File: src/design/bmp_pkg.sv
// constants and types for the bridge mode, strap and tlp policy block
// How it works
// - all mode pins low: eeprom, arbiter, forward
// - iface_select high with mode_select_hi low: smbus slave, sda open drain
// - direction_select low: forward bridge
// - direction_select high: reverse bridge
// - mode_select_hi low: sample req straps at perst
// - straps all zero: clock power management on
// - mode_select_hi high: strap at qualifying reset release
// - strapped values pick short init or test
// - fmt field gives header size and data
// - payload from 1 to 64 dwords
// - route by address, id or implicitly
// - advanced switching messages not supported
// - message destination from type bits 2:0
// - baseline messages use traffic class zero
// - virtual isochronous off after reset, bit 26
// - control bits pick upstream classes 1 to 7
// - downstream cfg, io, msg need tc zero
// - downstream memory goes to pci unless its payload is over 64 dwords
// - type 0/1 headers, capability ids 01h-10h
// - forward: port type reads 7h
// - reverse: port type reads 8h
// - capability version reads 1h
package bmp_pkg;
   // register indices; byte address is four times the index
   localparam logic [7:0] IDX_EXPRESS_CAP = 8'h02;
   localparam logic [7:0] IDX_CHIP_CTRL = 8'h40;
   localparam logic [7:0] IDX_STRAP_STAT = 8'h48;
   localparam int VI_EN_BIT = 26;
   localparam int UP_TC_LSB = 17;
   localparam logic [3:0] CAP_VERSION = 4'h1;
   localparam logic [3:0] PORT_FWD = 4'h7;
   localparam logic [3:0] PORT_REV = 4'h8;
   localparam logic [7:0] CAP_ID_FIRST = 8'h01;
   localparam logic [7:0] CAP_ID_LAST = 8'h10;
   localparam logic [31:0] CHIP_CTRL_RST = 32'h0000_0000;
   localparam logic [6:0] MAX_PAYLOAD_DW = 7'h40;
   localparam logic [1:0] REQ_STRAP_CPM = 2'h0;

   typedef enum logic [1:0] {BMP_RT_ADDR, BMP_RT_ID, BMP_RT_IMPL, BMP_RT_NONE} bmp_route_t;
   typedef enum logic [1:0] {BMP_TF_NONE, BMP_TF_SHORT_INIT, BMP_TF_LOOPBACK, BMP_TF_BRIDGE_TEST} bmp_test_t;

   // header dwords: fmt bit 0 picks 3 or 4
   function automatic logic [2:0] hdr_dwords(input logic [1:0] fmt);
      return fmt[0] ? 3'h4 : 3'h3;
   endfunction
endpackage

File: src/design/bmp_top.sv
// mode selection, strap capture and tlp policy checks of the bridge
`timescale 1ns/1ns
module bmp_top
   import bmp_pkg::*;
(
   // clock and reset
   input wire logic clk_sys,
   input wire logic resetn,
   // mode and strap pins
   input wire logic mode_select_hi,
   input wire logic iface_select,
   input wire logic direction_select,
   input wire logic [3:2] pci_req_n,
   input wire logic perst_n,
   input wire logic pci_reset_n,
   // serial engine drive requests and shared pins
   input wire logic ser_scl,
   input wire logic ser_sda,
   input wire logic ser_sda_en,
   output logic scl_o,
   output logic scl_oe,
   output logic sda_o,
   output logic sda_oe,
   // mode outputs
   output logic smbus_mode,
   output logic reverse_mode,
   output logic internal_arbiter,
   output logic strap_valid,
   output logic cpm_enable,
   output logic pci_clock_out_2_is_clkreq,
   output logic pci_clock_out_3_is_clkrun,
   output bmp_test_t test_func,
   // tlp header in
   input wire logic tlp_valid,
   input wire logic tlp_downstream,
   input wire logic [1:0] tlp_fmt,
   input wire logic [4:0] tlp_type,
   input wire logic [2:0] tlp_tc,
   input wire logic [9:0] tlp_length,
   // tlp decision out
   output logic dec_valid,
   output logic [2:0] dec_hdr_dw,
   output logic dec_has_data,
   output bmp_route_t dec_route,
   output logic [2:0] dec_msg_dest,
   output logic dec_malformed,
   output logic dec_unsupported,
   output logic dec_to_pci,
   output logic dec_vi_tc_hit,
   // register port
   input wire logic [9:0] reg_addr,
   input wire logic [31:0] reg_wdata,
   input wire logic reg_wr,
   input wire logic reg_rd,
   output logic [31:0] reg_rdata
);
   // ----------------------------------------
   // pin synchronisers
   // ----------------------------------------
   // pins are asynchronous to clk_sys, so every one gets two flops
   logic [6:0] pin_s1_reg, pin_s2_reg;
   always_ff @(posedge clk_sys or negedge resetn) begin
      if (!resetn) begin
         pin_s1_reg <= 7'h00;
         pin_s2_reg <= 7'h00;
      end else begin
         pin_s1_reg <= {mode_select_hi, iface_select, direction_select, pci_req_n, perst_n, pci_reset_n};
         pin_s2_reg <= pin_s1_reg;
      end
   end
   logic tm_hi, tm_if, tm_dir, perst_s, pcirst_s;
   logic [1:0] req_s;
   assign tm_hi = pin_s2_reg[6];
   assign tm_if = pin_s2_reg[5];
   assign tm_dir = pin_s2_reg[4];
   assign req_s = pin_s2_reg[3:2];
   assign perst_s = pin_s2_reg[1];
   assign pcirst_s = pin_s2_reg[0];

   // ----------------------------------------
   // live mode decode
   // ----------------------------------------
   // mode pins are trusted to stay put, so no glitch filter here
   always_ff @(posedge clk_sys or negedge resetn) begin
      if (!resetn) begin
         smbus_mode <= 1'b0;
         reverse_mode <= 1'b0;
         internal_arbiter <= 1'b1;
      end else begin
         smbus_mode <= ~tm_hi & tm_if;
         reverse_mode <= tm_dir;
         internal_arbiter <= ~tm_dir;
      end
   end

   // eeprom: drive scl and sda; smbus: scl input, sda pulls low only
   always_ff @(posedge clk_sys or negedge resetn) begin
      if (!resetn) begin
         scl_o <= 1'b1;
         scl_oe <= 1'b0;
         sda_o <= 1'b0;
         sda_oe <= 1'b0;
      end else if (smbus_mode) begin
         scl_o <= 1'b1;
         scl_oe <= 1'b0;
         sda_o <= 1'b0;
         sda_oe <= ser_sda_en & ~ser_sda;
      end else begin
         scl_o <= ser_scl;
         scl_oe <= 1'b1;
         sda_o <= ser_sda;
         sda_oe <= ser_sda_en;
      end
   end

   // ----------------------------------------
   // strap capture
   // ----------------------------------------
   logic perst_d_reg, pcirst_d_reg;
   always_ff @(posedge clk_sys or negedge resetn) begin
      if (!resetn) begin
         perst_d_reg <= 1'b0;
         pcirst_d_reg <= 1'b0;
      end else begin
         perst_d_reg <= perst_s;
         pcirst_d_reg <= pcirst_s;
      end
   end
   // reverse bridge with test straps waits for the pci reset instead
   logic use_pcirst, qual_rise, qual_fall;
   assign use_pcirst = tm_hi & tm_dir;
   assign qual_rise = use_pcirst ? (pcirst_s & ~pcirst_d_reg) : (perst_s & ~perst_d_reg);
   assign qual_fall = use_pcirst ? (~pcirst_s & pcirst_d_reg) : (~perst_s & perst_d_reg);

   logic st_hi_reg, st_if_reg, st_dir_reg;
   logic [1:0] st_req_reg;
   always_ff @(posedge clk_sys or negedge resetn) begin
      if (!resetn) begin
         st_hi_reg <= 1'b0;
         st_if_reg <= 1'b0;
         st_dir_reg <= 1'b0;
         st_req_reg <= 2'h3;
      end else if (qual_rise) begin
         st_hi_reg <= tm_hi;
         st_if_reg <= tm_if;
         st_dir_reg <= tm_dir;
         st_req_reg <= req_s;
      end
   end

   always_ff @(posedge clk_sys or negedge resetn) begin
      if (!resetn) begin
         strap_valid <= 1'b0;
      end else if (qual_rise) begin
         strap_valid <= 1'b1;
      end else if (qual_fall) begin
         strap_valid <= 1'b0;
      end
   end

   // decode uses the captured values, so pin motion later has no effect
   logic cpm_next;
   bmp_test_t test_next;
   always_comb begin
      cpm_next = 1'b0;
      test_next = BMP_TF_NONE;
      if (!st_hi_reg) begin
         cpm_next = (st_req_reg == REQ_STRAP_CPM) & ~st_dir_reg;
      end else if (st_if_reg) begin
         test_next = BMP_TF_SHORT_INIT;
      end else if (st_dir_reg) begin
         test_next = BMP_TF_LOOPBACK;
      end else begin
         test_next = BMP_TF_BRIDGE_TEST;
      end
   end
   always_ff @(posedge clk_sys or negedge resetn) begin
      if (!resetn) begin
         cpm_enable <= 1'b0;
         pci_clock_out_2_is_clkreq <= 1'b0;
         pci_clock_out_3_is_clkrun <= 1'b0;
         test_func <= BMP_TF_NONE;
      end else begin
         cpm_enable <= strap_valid & cpm_next;
         pci_clock_out_2_is_clkreq <= strap_valid & cpm_next;
         pci_clock_out_3_is_clkrun <= strap_valid & cpm_next;
         test_func <= strap_valid ? test_next : BMP_TF_NONE;
      end
   end

   // ----------------------------------------
   // registers
   // ----------------------------------------
   logic [31:0] chip_ctrl_reg;
   logic [7:0] idx;
   logic idx_ok;
   assign idx = reg_addr[9:2];
   assign idx_ok = reg_addr[1:0] == 2'h0;
   always_ff @(posedge clk_sys or negedge resetn) begin
      if (!resetn) begin
         chip_ctrl_reg <= CHIP_CTRL_RST;
      end else if (reg_wr && idx_ok && idx == IDX_CHIP_CTRL) begin
         chip_ctrl_reg <= reg_wdata;
      end
   end
   logic vi_en;
   logic [7:0] up_tc_mask;
   assign vi_en = chip_ctrl_reg[VI_EN_BIT];
   // class zero is never upstream isochronous, so its slot is tied off
   assign up_tc_mask = {chip_ctrl_reg[UP_TC_LSB +: 7], 1'b0};

   logic [31:0] rd_next;
   always_comb begin
      rd_next = 32'h0000_0000;
      if (idx_ok) begin
         unique case (idx)
            IDX_EXPRESS_CAP: rd_next = {24'h00_0000, reverse_mode ? PORT_REV : PORT_FWD, CAP_VERSION};
            IDX_CHIP_CTRL: rd_next = chip_ctrl_reg;
            IDX_STRAP_STAT: rd_next = {23'h00_0000, test_func, cpm_enable, strap_valid,
                                       st_req_reg, st_dir_reg, st_if_reg, st_hi_reg};
            default: rd_next = 32'h0000_0000;
         endcase
      end
   end
   always_ff @(posedge clk_sys or negedge resetn) begin
      if (!resetn) begin
         reg_rdata <= 32'h0000_0000;
      end else begin
         reg_rdata <= reg_rd ? rd_next : 32'h0000_0000;
      end
   end

   // ----------------------------------------
   // tlp policy
   // ----------------------------------------
   logic is_mem, is_io, is_cfg, is_msg, is_as, has_data, len_bad, tc_bad;
   logic [10:0] pay_dw;
   bmp_route_t route_next;
   assign is_mem = tlp_type[4:1] == 4'h0;
   assign is_io = tlp_type == 5'h02;
   assign is_cfg = tlp_type[4:1] == 4'h2;
   assign is_msg = tlp_type[4:3] == 2'h2;
   assign is_as = tlp_type[4:3] == 2'h3;
   assign has_data = tlp_fmt[1];
   // a zero length field stands for 1024 dwords
   assign pay_dw = (tlp_length == 10'h000) ? 11'h400 : {1'b0, tlp_length};
   assign len_bad = has_data & (pay_dw > {4'h0, MAX_PAYLOAD_DW});
   assign tc_bad = (tlp_tc != 3'h0) & (is_msg | (tlp_downstream & (is_io | is_cfg)));
   always_comb begin
      route_next = BMP_RT_NONE;
      if (is_mem || is_io) begin
         route_next = BMP_RT_ADDR;
      end else if (is_cfg) begin
         route_next = BMP_RT_ID;
      end else if (is_msg) begin
         route_next = BMP_RT_IMPL;
      end
   end

   always_ff @(posedge clk_sys or negedge resetn) begin
      if (!resetn) begin
         dec_valid <= 1'b0;
         dec_hdr_dw <= 3'h3;
         dec_has_data <= 1'b0;
         dec_route <= BMP_RT_NONE;
         dec_msg_dest <= 3'h0;
         dec_malformed <= 1'b0;
         dec_unsupported <= 1'b0;
         dec_to_pci <= 1'b0;
         dec_vi_tc_hit <= 1'b0;
      end else begin
         dec_valid <= tlp_valid;
         dec_hdr_dw <= hdr_dwords(tlp_fmt);
         dec_has_data <= has_data;
         dec_route <= route_next;
         dec_msg_dest <= is_msg ? tlp_type[2:0] : 3'h0;
         dec_malformed <= tlp_valid & (tc_bad | len_bad);
         dec_unsupported <= tlp_valid & is_as;
         dec_to_pci <= tlp_valid & tlp_downstream & is_mem & ~len_bad;
         dec_vi_tc_hit <= tlp_valid & ~tlp_downstream & vi_en & (tlp_tc != 3'h0) & up_tc_mask[tlp_tc];
      end
   end

   // ----------------------------------------
   // checks
   // ----------------------------------------
   a_port_type_fwd: assert property (@(posedge clk_sys) disable iff (!resetn)
      ##1 $past(reg_rd) && $past(reg_addr) == {IDX_EXPRESS_CAP, 2'h0} && !reverse_mode
      |-> reg_rdata[7:4] == PORT_FWD) else $error("port type not 7h in forward mode");
   a_port_type_rev: assert property (@(posedge clk_sys) disable iff (!resetn)
      ##1 $past(reg_rd) && $past(reg_addr) == {IDX_EXPRESS_CAP, 2'h0} && reverse_mode
      |-> reg_rdata[7:4] == PORT_REV) else $error("port type not 8h in reverse mode");
   a_cap_version: assert property (@(posedge clk_sys) disable iff (!resetn)
      reg_rd && reg_addr == {IDX_EXPRESS_CAP, 2'h0} |=> reg_rdata[3:0] == CAP_VERSION)
      else $error("capability version not 1h");
   a_vi_write: assert property (@(posedge clk_sys) disable iff (!resetn)
      reg_wr && reg_addr == {IDX_CHIP_CTRL, 2'h0} |=> vi_en == $past(reg_wdata[VI_EN_BIT]))
      else $error("virtual isochronous enable not taken");
   a_tc_malformed: assert property (@(posedge clk_sys) disable iff (!resetn)
      tlp_valid && tlp_downstream && (is_cfg || is_io) && tlp_tc != 3'h0 |=> dec_malformed)
      else $error("nonzero tc on cfg or io not malformed");
   a_mem_to_pci: assert property (@(posedge clk_sys) disable iff (!resetn)
      tlp_valid && tlp_downstream && is_mem && has_data && tlp_length == 10'h040 |=> dec_to_pci)
      else $error("downstream memory tlp not sent to pci");
   a_payload_max: assert property (@(posedge clk_sys) disable iff (!resetn)
      tlp_valid && has_data && tlp_length == 10'h041 |=> dec_malformed && !dec_to_pci)
      else $error("oversize payload accepted");
   a_msg_dest: assert property (@(posedge clk_sys) disable iff (!resetn)
      tlp_valid && is_msg |=> dec_route == BMP_RT_IMPL && dec_msg_dest == $past(tlp_type[2:0]))
      else $error("message destination wrong");
   a_hdr_size: assert property (@(posedge clk_sys) disable iff (!resetn)
      tlp_valid |=> dec_hdr_dw == ($past(tlp_fmt[0]) ? 3'h4 : 3'h3) && dec_has_data == $past(tlp_fmt[1]))
      else $error("fmt decode wrong");
   a_strap_hold: assert property (@(posedge clk_sys) disable iff (!resetn)
      strap_valid && !qual_rise |=> $stable(st_if_reg) && $stable(st_dir_reg) && $stable(st_req_reg))
      else $error("straps changed while held");
   a_cpm_strap: assert property (@(posedge clk_sys) disable iff (!resetn)
      strap_valid && !st_hi_reg && st_req_reg == REQ_STRAP_CPM && !st_dir_reg ##1 strap_valid |=> cpm_enable)
      else $error("clock power management not enabled");
   a_smbus_pins: assert property (@(posedge clk_sys) disable iff (!resetn)
      smbus_mode |=> !scl_oe && (!sda_oe || !sda_o)) else $error("smbus pins driven wrongly");
   // live pin decode, one edge behind the synchronised pins
   a_fwd_mode: assert property (@(posedge clk_sys) disable iff (!resetn)
      !tm_dir |=> !reverse_mode && internal_arbiter)
      else $error("forward bridge mode not taken");
   a_rev_mode: assert property (@(posedge clk_sys) disable iff (!resetn)
      tm_dir |=> reverse_mode)
      else $error("reverse bridge mode not taken");
   a_smbus_select: assert property (@(posedge clk_sys) disable iff (!resetn)
      !tm_hi && tm_if |=> smbus_mode)
      else $error("smbus interface not selected");
   a_eeprom_select: assert property (@(posedge clk_sys) disable iff (!resetn)
      !tm_hi && !tm_if ##1 !tm_hi && !tm_if |=> !smbus_mode && scl_oe)
      else $error("eeprom interface not selected");
   // strap capture and the functions it picks
   a_strap_capture: assert property (@(posedge clk_sys) disable iff (!resetn)
      qual_rise |=> strap_valid && st_dir_reg == $past(tm_dir) && st_req_reg == $past(req_s))
      else $error("straps not captured at reset release");
   // a reverse test strap must ignore perst and wait for the pci reset
   a_pcirst_wait: assert property (@(posedge clk_sys) disable iff (!resetn)
      use_pcirst && !pcirst_s && !strap_valid |=> !strap_valid)
      else $error("straps taken before pci reset release");
   a_test_short: assert property (@(posedge clk_sys) disable iff (!resetn)
      strap_valid && st_hi_reg && st_if_reg |=> test_func == BMP_TF_SHORT_INIT)
      else $error("short initialization not selected");
   a_test_loop: assert property (@(posedge clk_sys) disable iff (!resetn)
      strap_valid && st_hi_reg && !st_if_reg && st_dir_reg |=> test_func == BMP_TF_LOOPBACK)
      else $error("loopback test not selected");
   a_test_bridge: assert property (@(posedge clk_sys) disable iff (!resetn)
      strap_valid && st_hi_reg && !st_if_reg && !st_dir_reg |=> test_func == BMP_TF_BRIDGE_TEST)
      else $error("bridge test not selected");
   a_cpm_clock_pins: assert property (@(posedge clk_sys) disable iff (!resetn)
      cpm_enable |-> pci_clock_out_2_is_clkreq && pci_clock_out_3_is_clkrun)
      else $error("clock outputs not repurposed");
   // tlp classes and the isochronous gate
   a_route_addr: assert property (@(posedge clk_sys) disable iff (!resetn)
      tlp_valid && (is_mem || is_io) |=> dec_route == BMP_RT_ADDR)
      else $error("memory or io not address routed");
   a_route_id: assert property (@(posedge clk_sys) disable iff (!resetn)
      tlp_valid && is_cfg |=> dec_route == BMP_RT_ID)
      else $error("configuration not id routed");
   a_as_refused: assert property (@(posedge clk_sys) disable iff (!resetn)
      tlp_valid && is_as |=> dec_unsupported && dec_route == BMP_RT_NONE)
      else $error("advanced switching message accepted");
   a_msg_tc: assert property (@(posedge clk_sys) disable iff (!resetn)
      tlp_valid && is_msg && tlp_tc != 3'h0 |=> dec_malformed)
      else $error("message with nonzero tc not malformed");
   a_vi_reset: assert property (@(posedge clk_sys) disable iff (!resetn)
      !vi_en |=> !dec_vi_tc_hit)
      else $error("isochronous hit while disabled");
   a_vi_upstream: assert property (@(posedge clk_sys) disable iff (!resetn)
      tlp_downstream |=> !dec_vi_tc_hit)
      else $error("isochronous hit on downstream traffic");
endmodule

File: config.mk
export PLATFORM = sky130hd
export DESIGN_NAME = bmp_top
export DESIGN_NICKNAME = d
export VERILOG_FILES = /design/src/design/bmp_pkg.sv /design/src/design/bmp_top.sv
export SDC_FILE = /design/constraint.sdc
export NUM_CORES = 1
export LEC_CHECK = 0
export BUFFER_PORTS_ARGS = -buffer_cell sky130_fd_sc_hd__buf_4
export CAP_MARGIN = 15
export CORE_MARGIN = 2
export CORE_UTILIZATION = 50
export CTS_BUF_LIST = sky130_fd_sc_hd__clkbuf_2
export CTS_CLUSTER_SIZE = 12
export DETAILED_ROUTE_END_ITERATION = 6
export PLACE_DENSITY_LB_ADDON = 0.2
export SYNTH_ARGS = -nofsm -noshare
export SYNTH_HDL_FRONTEND = slang
export SYNTH_SLANG_ARGS = --single-unit
export TNS_END_PERCENT = 5
File: constraint.sdc
create_clock -name clk_sys -period 2.8 [get_ports clk_sys]
set_input_delay 0.28 -clock clk_sys [delete_from_list [all_inputs] [get_ports clk_sys]]
set_output_delay 0.28 -clock clk_sys [all_outputs]
set_load 0.03 [all_outputs]
[Yosys cells after proc, flatten, opt, wreduce, memory -nomap -nowiden]
Index checks and enable logic that the tools add are counted.
Widths: inputs -> output; s select.
Word-level totals
  output and inout bits: 59
  word-level logic and storage cells: 106
  register bits: 110
  bits of input ports: 78
Cells by class
  bitwise operators: 34
  multiplexer cells: 25
  eq/ne operators: 7
  order comparisons: 2
  reductions and logical operators: 9
Operators with widths (count)
  $pmux 32 s3: 1
  $mux 32: 2
  $and 1x1->1: 21
  $eq 8x7->1 const B: 2
  $mux 1: 12
  $gt 11x7->1 const B: 1
  $mux 11: 1
  $logic_not 10->1: 1
  $mux 2: 5
  $not 1->1: 10
  $eq 8x2->1 const B: 1
  $mux 3: 2
  $eq 5x2->1 const B: 1
  $eq 2x2->1 const B: 2
  $eq 4x2->1 const B: 1
  $logic_not 2->1: 2
  $logic_not 4->1: 1
  $lt 3x4->1 const B: 1
  $mux 4: 1
  $bmux 1 s3: 1
  $or 1x1->1: 3
  $reduce_bool 3->1: 1
  $logic_and 1x1->1: 2
  $reduce_bool 2->1: 1
  $logic_or 1x1->1: 1

[Logic depth before layout (Yosys ltp)]
Gate-level depths: netlist (run 1).
  depth in word-level cells: 7
  depth in mapped cells: 5
  depth with buffers taken out: 3

[Worst setup path before layout (run 1)]
No wires, ideal clock.
  path type: input to register
  start: in reg_addr[7]
  end: reg chip_ctrl_reg[10]
  data arrival time: 1.265 ns
  path buffers: 1
  path slack: 1.410 ns
  data required time: 2.675 ns
  setup time: 0.125 ns
  stages on the path: 4
  cell sequence: nor4_4 -> nand4_4 -> buf_6 -> mux2_4
Between the ends
  longest elaborated chain between the ends: 2
Ends and longest elaborated chain
  start: declaration: RTL line bmp_top.sv:51  | input wire logic [9:0] reg_addr,
  $eq 8x7->1: RTL line bmp_top.sv:202  | end else if (reg_wr && idx_ok && idx == IDX_CHIP_CTRL) begin
  $logic_and 1x1->1: RTL line bmp_top.sv:202
  end signal: assignment: RTL line bmp_top.sv:203  | chip_ctrl_reg <= reg_wdata;
  end: declaration: RTL line bmp_top.sv:194  | logic [31:0] chip_ctrl_reg;
Every way passes these cells.
A chain may end at the register's enable or synchronous reset.

[Worst setup path in the final report (run 1)]
  start: in tlp_type[2]
  end: reg dec_route[1]
Between the ends
  longest elaborated chain between the ends: 3
  elaborated cells between the ends (all ways): 6
  classes of those cells: 2 x eq/ne; 2 x mux; 2 x reduce/logical
Ends and longest elaborated chain
  start: declaration: RTL line bmp_top.sv:37  | input wire logic [4:0] tlp_type,
  $eq 4x2->1, or another cell as far along: RTL line bmp_top.sv:241  | assign is_cfg = tlp_type[4:1] == 4'h2;
  $mux 2 / $logic_or 1x1->1 (equally long branches): RTL line bmp_top.sv:253, bmp_top.sv:251
  $mux 2 *: RTL line bmp_top.sv:251  | if (is_mem || is_io) begin
  named net route_next[1]: RTL line bmp_top.sv:238  | bmp_route_t route_next;
  end signal: assignment: RTL line bmp_top.sv:275  | dec_route <= route_next;
  end: declaration: RTL line bmp_top.sv:44  | output bmp_route_t dec_route,
The timed path passes the listed nets; every way through them passes the cells marked *.

==> results of run 1 <==
layout make-up:
cell class,count,area share
tap,105,0.02193
timing repair buffer,199,0.2757
multi-input combinational,152,0.2187
clock buffer,9,0.007519
inverter,9,0.005639
sequential,109,0.4568
clock inverter,7,0.01378
power by group:
| group | switching (mW) | internal (mW) | total [mW] |
|---|---|---|---|
| logic | 0.164 | 0.198 | 0.362 |
| clock network | 0.534 | 0.219 | 0.754 |
| registers | 0.0340 | 1.64 | 1.67 |
| total | 0.732 | 2.05 | 2.79 |
cell families (layout without fill, tap and decap cells):
| group | Yosys count | in the layout | share of synthesized area |
|---|---|---|---|
| compound gates | 25 | 25 | 0.04403 |
| buf+inv | 22 | 224 | 0.03144 |
| flops | 109 | 109 | 0.6550 |
| mux | 41 | 41 | 0.1396 |
| simple gates | 86 | 86 | 0.1300 |
layer usage:
| layer | up-vias | share of wire | GRT usage |
|---|---|---|---|
| met5 | - | 0 | 0 |
| met1 | 1410 | 0.43 | 0.2735 |
| met2 | 92 | 0.50 | 0.3457 |
| met4 | 0 | 0.016 | 0.07143 |
| met3 | 13 | 0.056 | 0.05771 |
| li1 | 1376 | - | - |
layout by cell type, fill, tap and decap left out, types with 2 or more instances in the layout:
| cell | netlist | layout |
|---|---|---|
| clkbuf_2 | 2 | 9 |
| and3b_1 | 2 | 2 |
| nor3_1 | 4 | 4 |
| a31oi_1 | 3 | 3 |
| inv_1 | 9 | 9 |
| dlygate4sd3_1 | 0 | 58 |
| and4_1 | 2 | 2 |
| mux2i_1 | 2 | 2 |
| a21oi_1 | 10 | 10 |
| buf_4 | 6 | 140 |
| nand4_1 | 7 | 7 |
| nand3_1 | 9 | 9 |
| nand2b_1 | 3 | 3 |
| nand2_1 | 9 | 9 |
| nor2_1 | 6 | 6 |
| nor2b_1 | 3 | 3 |
| or4_1 | 2 | 2 |
| clkinv_4 | 0 | 2 |
| dfrtp_1 | 102 | 102 |
| and2_1 | 26 | 26 |
| dfstp_2 | 7 | 7 |
| a211oi_1 | 2 | 2 |
| clkinvlp_4 | 0 | 2 |
| mux2_4 | 30 | 30 |
| nor3b_1 | 4 | 4 |
| mux2_2 | 8 | 8 |
worst max-delay path: cells and delay by family:
family,cells,cell delay (ns)
compound gates,1,0.14
buf+inv,4,1.82
simple gates,1,0.05
worst paths after layout:
kind,depth (start not counted),startpoint,slack [ns],endpoint
setup / recovery,6,tlp_type[2],1.03,dec_route[1]
hold / removal,4,reg_addr[0],0.07,reg_rdata[8]
setup reg to reg,4,chip_ctrl_reg[19],1.06,dec_vi_tc_hit
hold reg to reg,0,pin_s1_reg[3],0.39,pin_s2_reg[3]
max in group asynchronous,3,resetn,1.79,dec_route[1]
min in group asynchronous,2,resetn,0.23,pin_s2_reg[1]
through the flow:
stage	cells	hold slack (ns)	area [um2]	setup slack, ns
floorplan	283	-0.01559	4178	1.410
global placement	516	0.3319	5283	0.8943
detailed placement	516	0.3347	5283	0.8077
CTS	590	0.009161	5991	1.099
global route	590	0.01441	5991	0.9038
finish	590	0.06679	5991	1.033
==> impl_metrics.csv, run 1 <==
group,metric,value,unit
yosys,synth_common_cells,"102 x dfrtp_1, 30 x mux2_4, 26 x and2_1",
yosys,yosys-top-cells-area,"dfrtp_1 61%, mux2_4 11%, dfstp_2 4.4%, and2_1 3.9%, mux2_2 2.2%",
placement,gp_congestion,0.8723,
die,core_area,8175,um2
cts,cts_hold_buf,58,
timing,tightest_slew,0.7143,ns
worst_setup_path,crit_required,3.33,ns
timing,finalSetupTns,0,ns
pwr,total_power,2.786,mW
yosys,yosysWarnings,0,
timing,slew-limit-headroom,0.5238,
cts,h-tree-depth,3,
global_routing,grt_remaining_overflow,0,
cts,cts_root_buffer,"clkbuf_2",
drt,drt-total-wl,9096,um
yosys,netlist.area_leader.share,0.6110,
drt,firstDrtPassIters,4,
timing,slew_violations,0,
cts,path_clk_slew,0.28,ns
global_routing,grt_max_degree,61,
timing,fin_crit,1.767,ns
cts,cts-buffers-inserted,9,
cts,cts_tree,"built",
timing,setup_viol,0,
yosys,ys.flop_type,"dfrtp_1",
worst_setup_path,arrival,2.30,ns
pwr,peakVddDrop,0.0002400,V
finish,post-route-util,0.7328,
worst_setup_path,startpoint_type,"primary input",
job,max-cap-violations,0,
die,start_util,0.5110,
worst_setup_path,crit_chain,"dlygate4sd3_1, buf_4, o21ai_0, dlygate4sd3_1, nand2_1, dlygate4sd3_1",
yosys,ys_ff_latch,109,
pwr,leakagePower,3.055,nW
die,rows,33,
finish,area_growth,43.40,%
timing,skew,0.02678,ns
yosys,synth_nets,361,
drt,drt_iter0_drc,114,
yosys,syn_inst,283,
yosys,synth.distinct_cells,46,
finish,nets,558,
timing,fmax,0.5658,GHz
timing,min_period_over_period,0.6312,
cts,clock-sinks,109,
placement,port_buffers,136,
finish,fillers,544,
die,die_h,95.41,um
global_routing,grt_pass1_wl,14260,um
yosys,synth_area,4178,um2
die,die_w,95.41,um
timing,hold_viol_final,0,
finish,regArea,2736,um2
die,die_area,9103,um2
worst_setup_path,worst-path-max-fanout,6,
worst_setup_path,worst_setup_path_end_kind,"flop",
drt,routedWlPerCell,15.42,um
drt,ant_nets,0,
placement,dp_hpwl,6000,um
yosys,avgSynthCellArea,14.76,um2
worst_setup_path,path_class,"in -> reg",
worst_hold_path,worstHoldPathType,"in -> reg",
drt,vias,2891,
cts,cts_setup_buffers,0,
cts,ctsResizeCount,0,
timing,rsz0062_at_grt,"false",
pwr,power_density,465.1,nW/um2
drt,vias_per_cell,4.900,
worst_setup_path,critPathMostFrequentCell,"dlygate4sd3_1",
global_routing,antenna_found_initial,0,
finish,multi_input_area,1310,um2
run_status,outcome,"finished clean",
yosys,synth_top_area_cell,"dfrtp_1",
die,pin_count,137,
worst_setup_path,crit_path_top_delay_cell,"dlygate4sd3_1",
finish,final_layout_size_suffix_gt1_frac,0.4289,
yosys,seq_area_frac_synth,0.6550,
worst_setup_path,slowest_delay,0.56,ns
global_routing,grt_pass1_vias,2913,
yosys,yosysMostFrequentCell,"dfrtp_1",
global_routing,track_usage,0.2110,
cts,clk-insertion-delay-late,0.58,ns
drt,drc,0,
yosys,synth_async_sr_flop_share,1.000,
finish,num_antenna_cells,0,
cts,clockBufferDepth,2,
yosys,synth_edf_count,0,
Note: power is estimated with default switching activity, not from simulation.
==> run 2, diff against run 1 <==
Settings changed: CORE_UTILIZATION 50 to 47.
Clock period 2.8 ns to 1.6 ns, I/O delays scaled along.
==> run 2 against run 1 <==
Cell area is 2.7% higher. Register-to-register slack worse by 0.86 ns. Worst setup slack worse by 0.90 ns. Critical path type unchanged. Critical endpoint is now dec_to_pci. Critical path depth stayed put. Wire length is 0.36% lower. Sequential power is 75% higher. Die area is 6.1% higher. Largest cell class unchanged. Clock-buffer cell count is 2 higher.
==> impl_metrics.csv, run 2 (same netlist as run 1, synthesis figures left out) <==
group,metric,value,unit
worst_setup_path,regToRegStartpoint,"pin_s2_reg[4]",
pwr,p_seq_frac,0.607,
cts,path_clk_slew,0.30,ns
worst_setup_path,startpoint_type,"primary input",
pwr,internal-power,3.608,mW
timing,min_period_over_period,0.9196,
timing,slew_violations,0,
worst_setup_path,crit_required,2.08,ns
worst_setup_path,slowest_delay,0.57,ns
die,die_h,98.28,um
finish,final_layout_size_suffix_gt1_frac,0.4329,
cts,clk-insertion-delay-late,0.54,ns
die,die_area,9659,um2
cts,clock-sinks,109,
finish,layout_commonest_cell,"buf_4",
global_routing,antenna_found_initial,0,
drt,drt_iter0_drc,83,
timing,setup_viol,0,
pwr,swShare,0.2501,
pwr,leakagePower,3.141,nW
drt,firstDrtPassIters,4,
drt,ant_nets,0,
run_status,outcome,"finished clean",
placement,port_buffers,136,
placement,dp.cells,527,
global_routing,grt_pass1_vias,3084,
global_routing,track_usage,0.1933,
finish,fin_cells,607,
worst_setup_path,critPathMostFrequentCell,"dlygate4sd3_1",
timing,tightest_slew,0.4307,ns
pwr,peakVddDrop,0.0004081,V
finish,multi_input_area,1310,um2
die,start_util,0.4814,
cts,cts-buffers-inserted,9,
global_routing,grt_max_degree,43,
cts,cts_root_buffer,"clkbuf_2",
cts,cts_tree,"built",
placement,dp_hpwl,6180,um
job,max-cap-violations,0,
finish,final_cell_mix,"144 x buf_4, 102 x dfrtp_1, 64 x dlygate4sd3_1",
finish,post-route-util,0.7088,
timing,finalSetupTns,0,ns
timing,fmax,0.6796,GHz
finish,area_growth,47.23,%
drt,vias_per_cell,4.853,
global_routing,grt_remaining_overflow,0,
timing,hold_viol_final,0,
pwr,power_density,782.3,nW/um2
worst_setup_path,startpoint,"tlp_length[5]",
pwr,p_comb_frac,0.137,
worst_setup_path,path_class,"in -> reg",
timing,fin_crit,1.471,ns
finish,nets,572,
die,pin_count,137,
die,rows,34,
worst_hold_path,worstHoldPathType,"in -> async",
worst_setup_path,worst_setup_path_end_kind,"flop",
drt,routedWlPerCell,14.93,um
placement,gp_congestion,0.8037,
worst_setup_path,crit_chain,"dlygate4sd3_1, buf_4, nor2_1, dlygate4sd3_1, a21oi_1, o311a_1",
cts,h-tree-depth,3,
finish,fillers,600,
worst_setup_path,arrival,1.95,ns
finish,regArea,2736,um2
timing,rsz0062_at_grt,"false",
pwr,p_clk_frac,0.256,
timing,holdWs,0.04677,ns
pwr,p_sw,1.203,mW
cts,clockBufferDepth,2,
drt,vias,2946,
worst_setup_path,worst-path-max-fanout,2,
die,core_area,8678,um2
worst_setup_path,crit_path_top_delay_cell,"dlygate4sd3_1",
die,die_w,98.28,um
timing,slew-limit-headroom,0.7129,
drt,drt-total-wl,9063,um
drt,drc,0,
global_routing,grt_pass1_wl,14620,um
finish,num_antenna_cells,0,
timing,skew,0.03585,ns
## run 2: cell count changes in the layout (fill, tap and decap cells not counted)
cell	delta
buf_4	+4
o21ai_0	-1
o21ai_1	+1
clkinv_4	-2
clkinv_2	+1
dlygate4sd3_1	+6
inv_8	-1
clkbuf_2	+2
buf_12	+4
## run 2: path summary, 6_finish.rpt
kind / end / slack [ns] / cells after the start
min reg2reg: pin_s2_reg[3] / 0.39 / 0
max reg2reg: st_dir_reg / 0.20 / 4
max in group asynchronous: dec_hdr_dw[1] / 0.92 / 3
min in group clk_sys: dec_malformed / 0.06 / 4
min: dec_valid / 0.05 / 2
max: dec_to_pci / 0.13 / 6
## run 2: layout make-up
| type | count | area share |
|---|---|---|
| Inverter | 9 | 0.005492 |
| Multi-Input combinational cell | 152 | 0.2130 |
| Clock buffer | 11 | 0.008950 |
| Timing Repair Buffer | 213 | 0.2962 |
| Sequential cell | 109 | 0.4449 |
| Clock inverter | 5 | 0.009561 |
| Tap cell | 108 | 0.02197 |
## run 2: per-stage QoR
step                cell area (um2)  power, mW  setup slack, ns
detailed placement             5396      3.501         0.004821
CTS                            6151      4.852         0.009363
global route                   6151      5.039          0.06944
global placement               5396      3.487          0.03090
floorplan                      4178      3.165           0.2353
finish                         6151      4.812           0.1286
## run 2: timing repair
action	4_1_cts	5_1_grt
buffers inserted	0	0
resized for setup	0	1
setup endpoints to repair	0	1
hold buffers	64	1
hold endpoints to repair	168	1
## run 2: worst max-delay path, delay by kind of cell
kind	cells	cell delay, ns
simple gates	1	0.11
compound gates	2	0.44
buf+inv	3	1.24
## run 2: power by group through the flow
stage	Sequential, mW	Clock (mW)	Combinational [mW]
5_1_grt	2.94	1.39	0.711
3_3_place_gp	2.97	0	0.521
4_1_cts	2.92	1.27	0.660
3_5_place_dp	2.97	0	0.533
2_1_floorplan	3.02	0	0.143
6_report	2.92	1.23	0.659
## run 2: per-layer routing
| metal | vias to the layer above | wire length (um) | track usage |
|---|---|---|---|
| li1 | 1403 | - | - |
| met1 | 1435 | 3701 | 0.2413 |
| met2 | 98 | 4715 | 0.3323 |
| met3 | 10 | 538 | 0.04939 |
| met4 | 0 | 108 | 0.06006 |
| met5 | - | 0 | 0 |
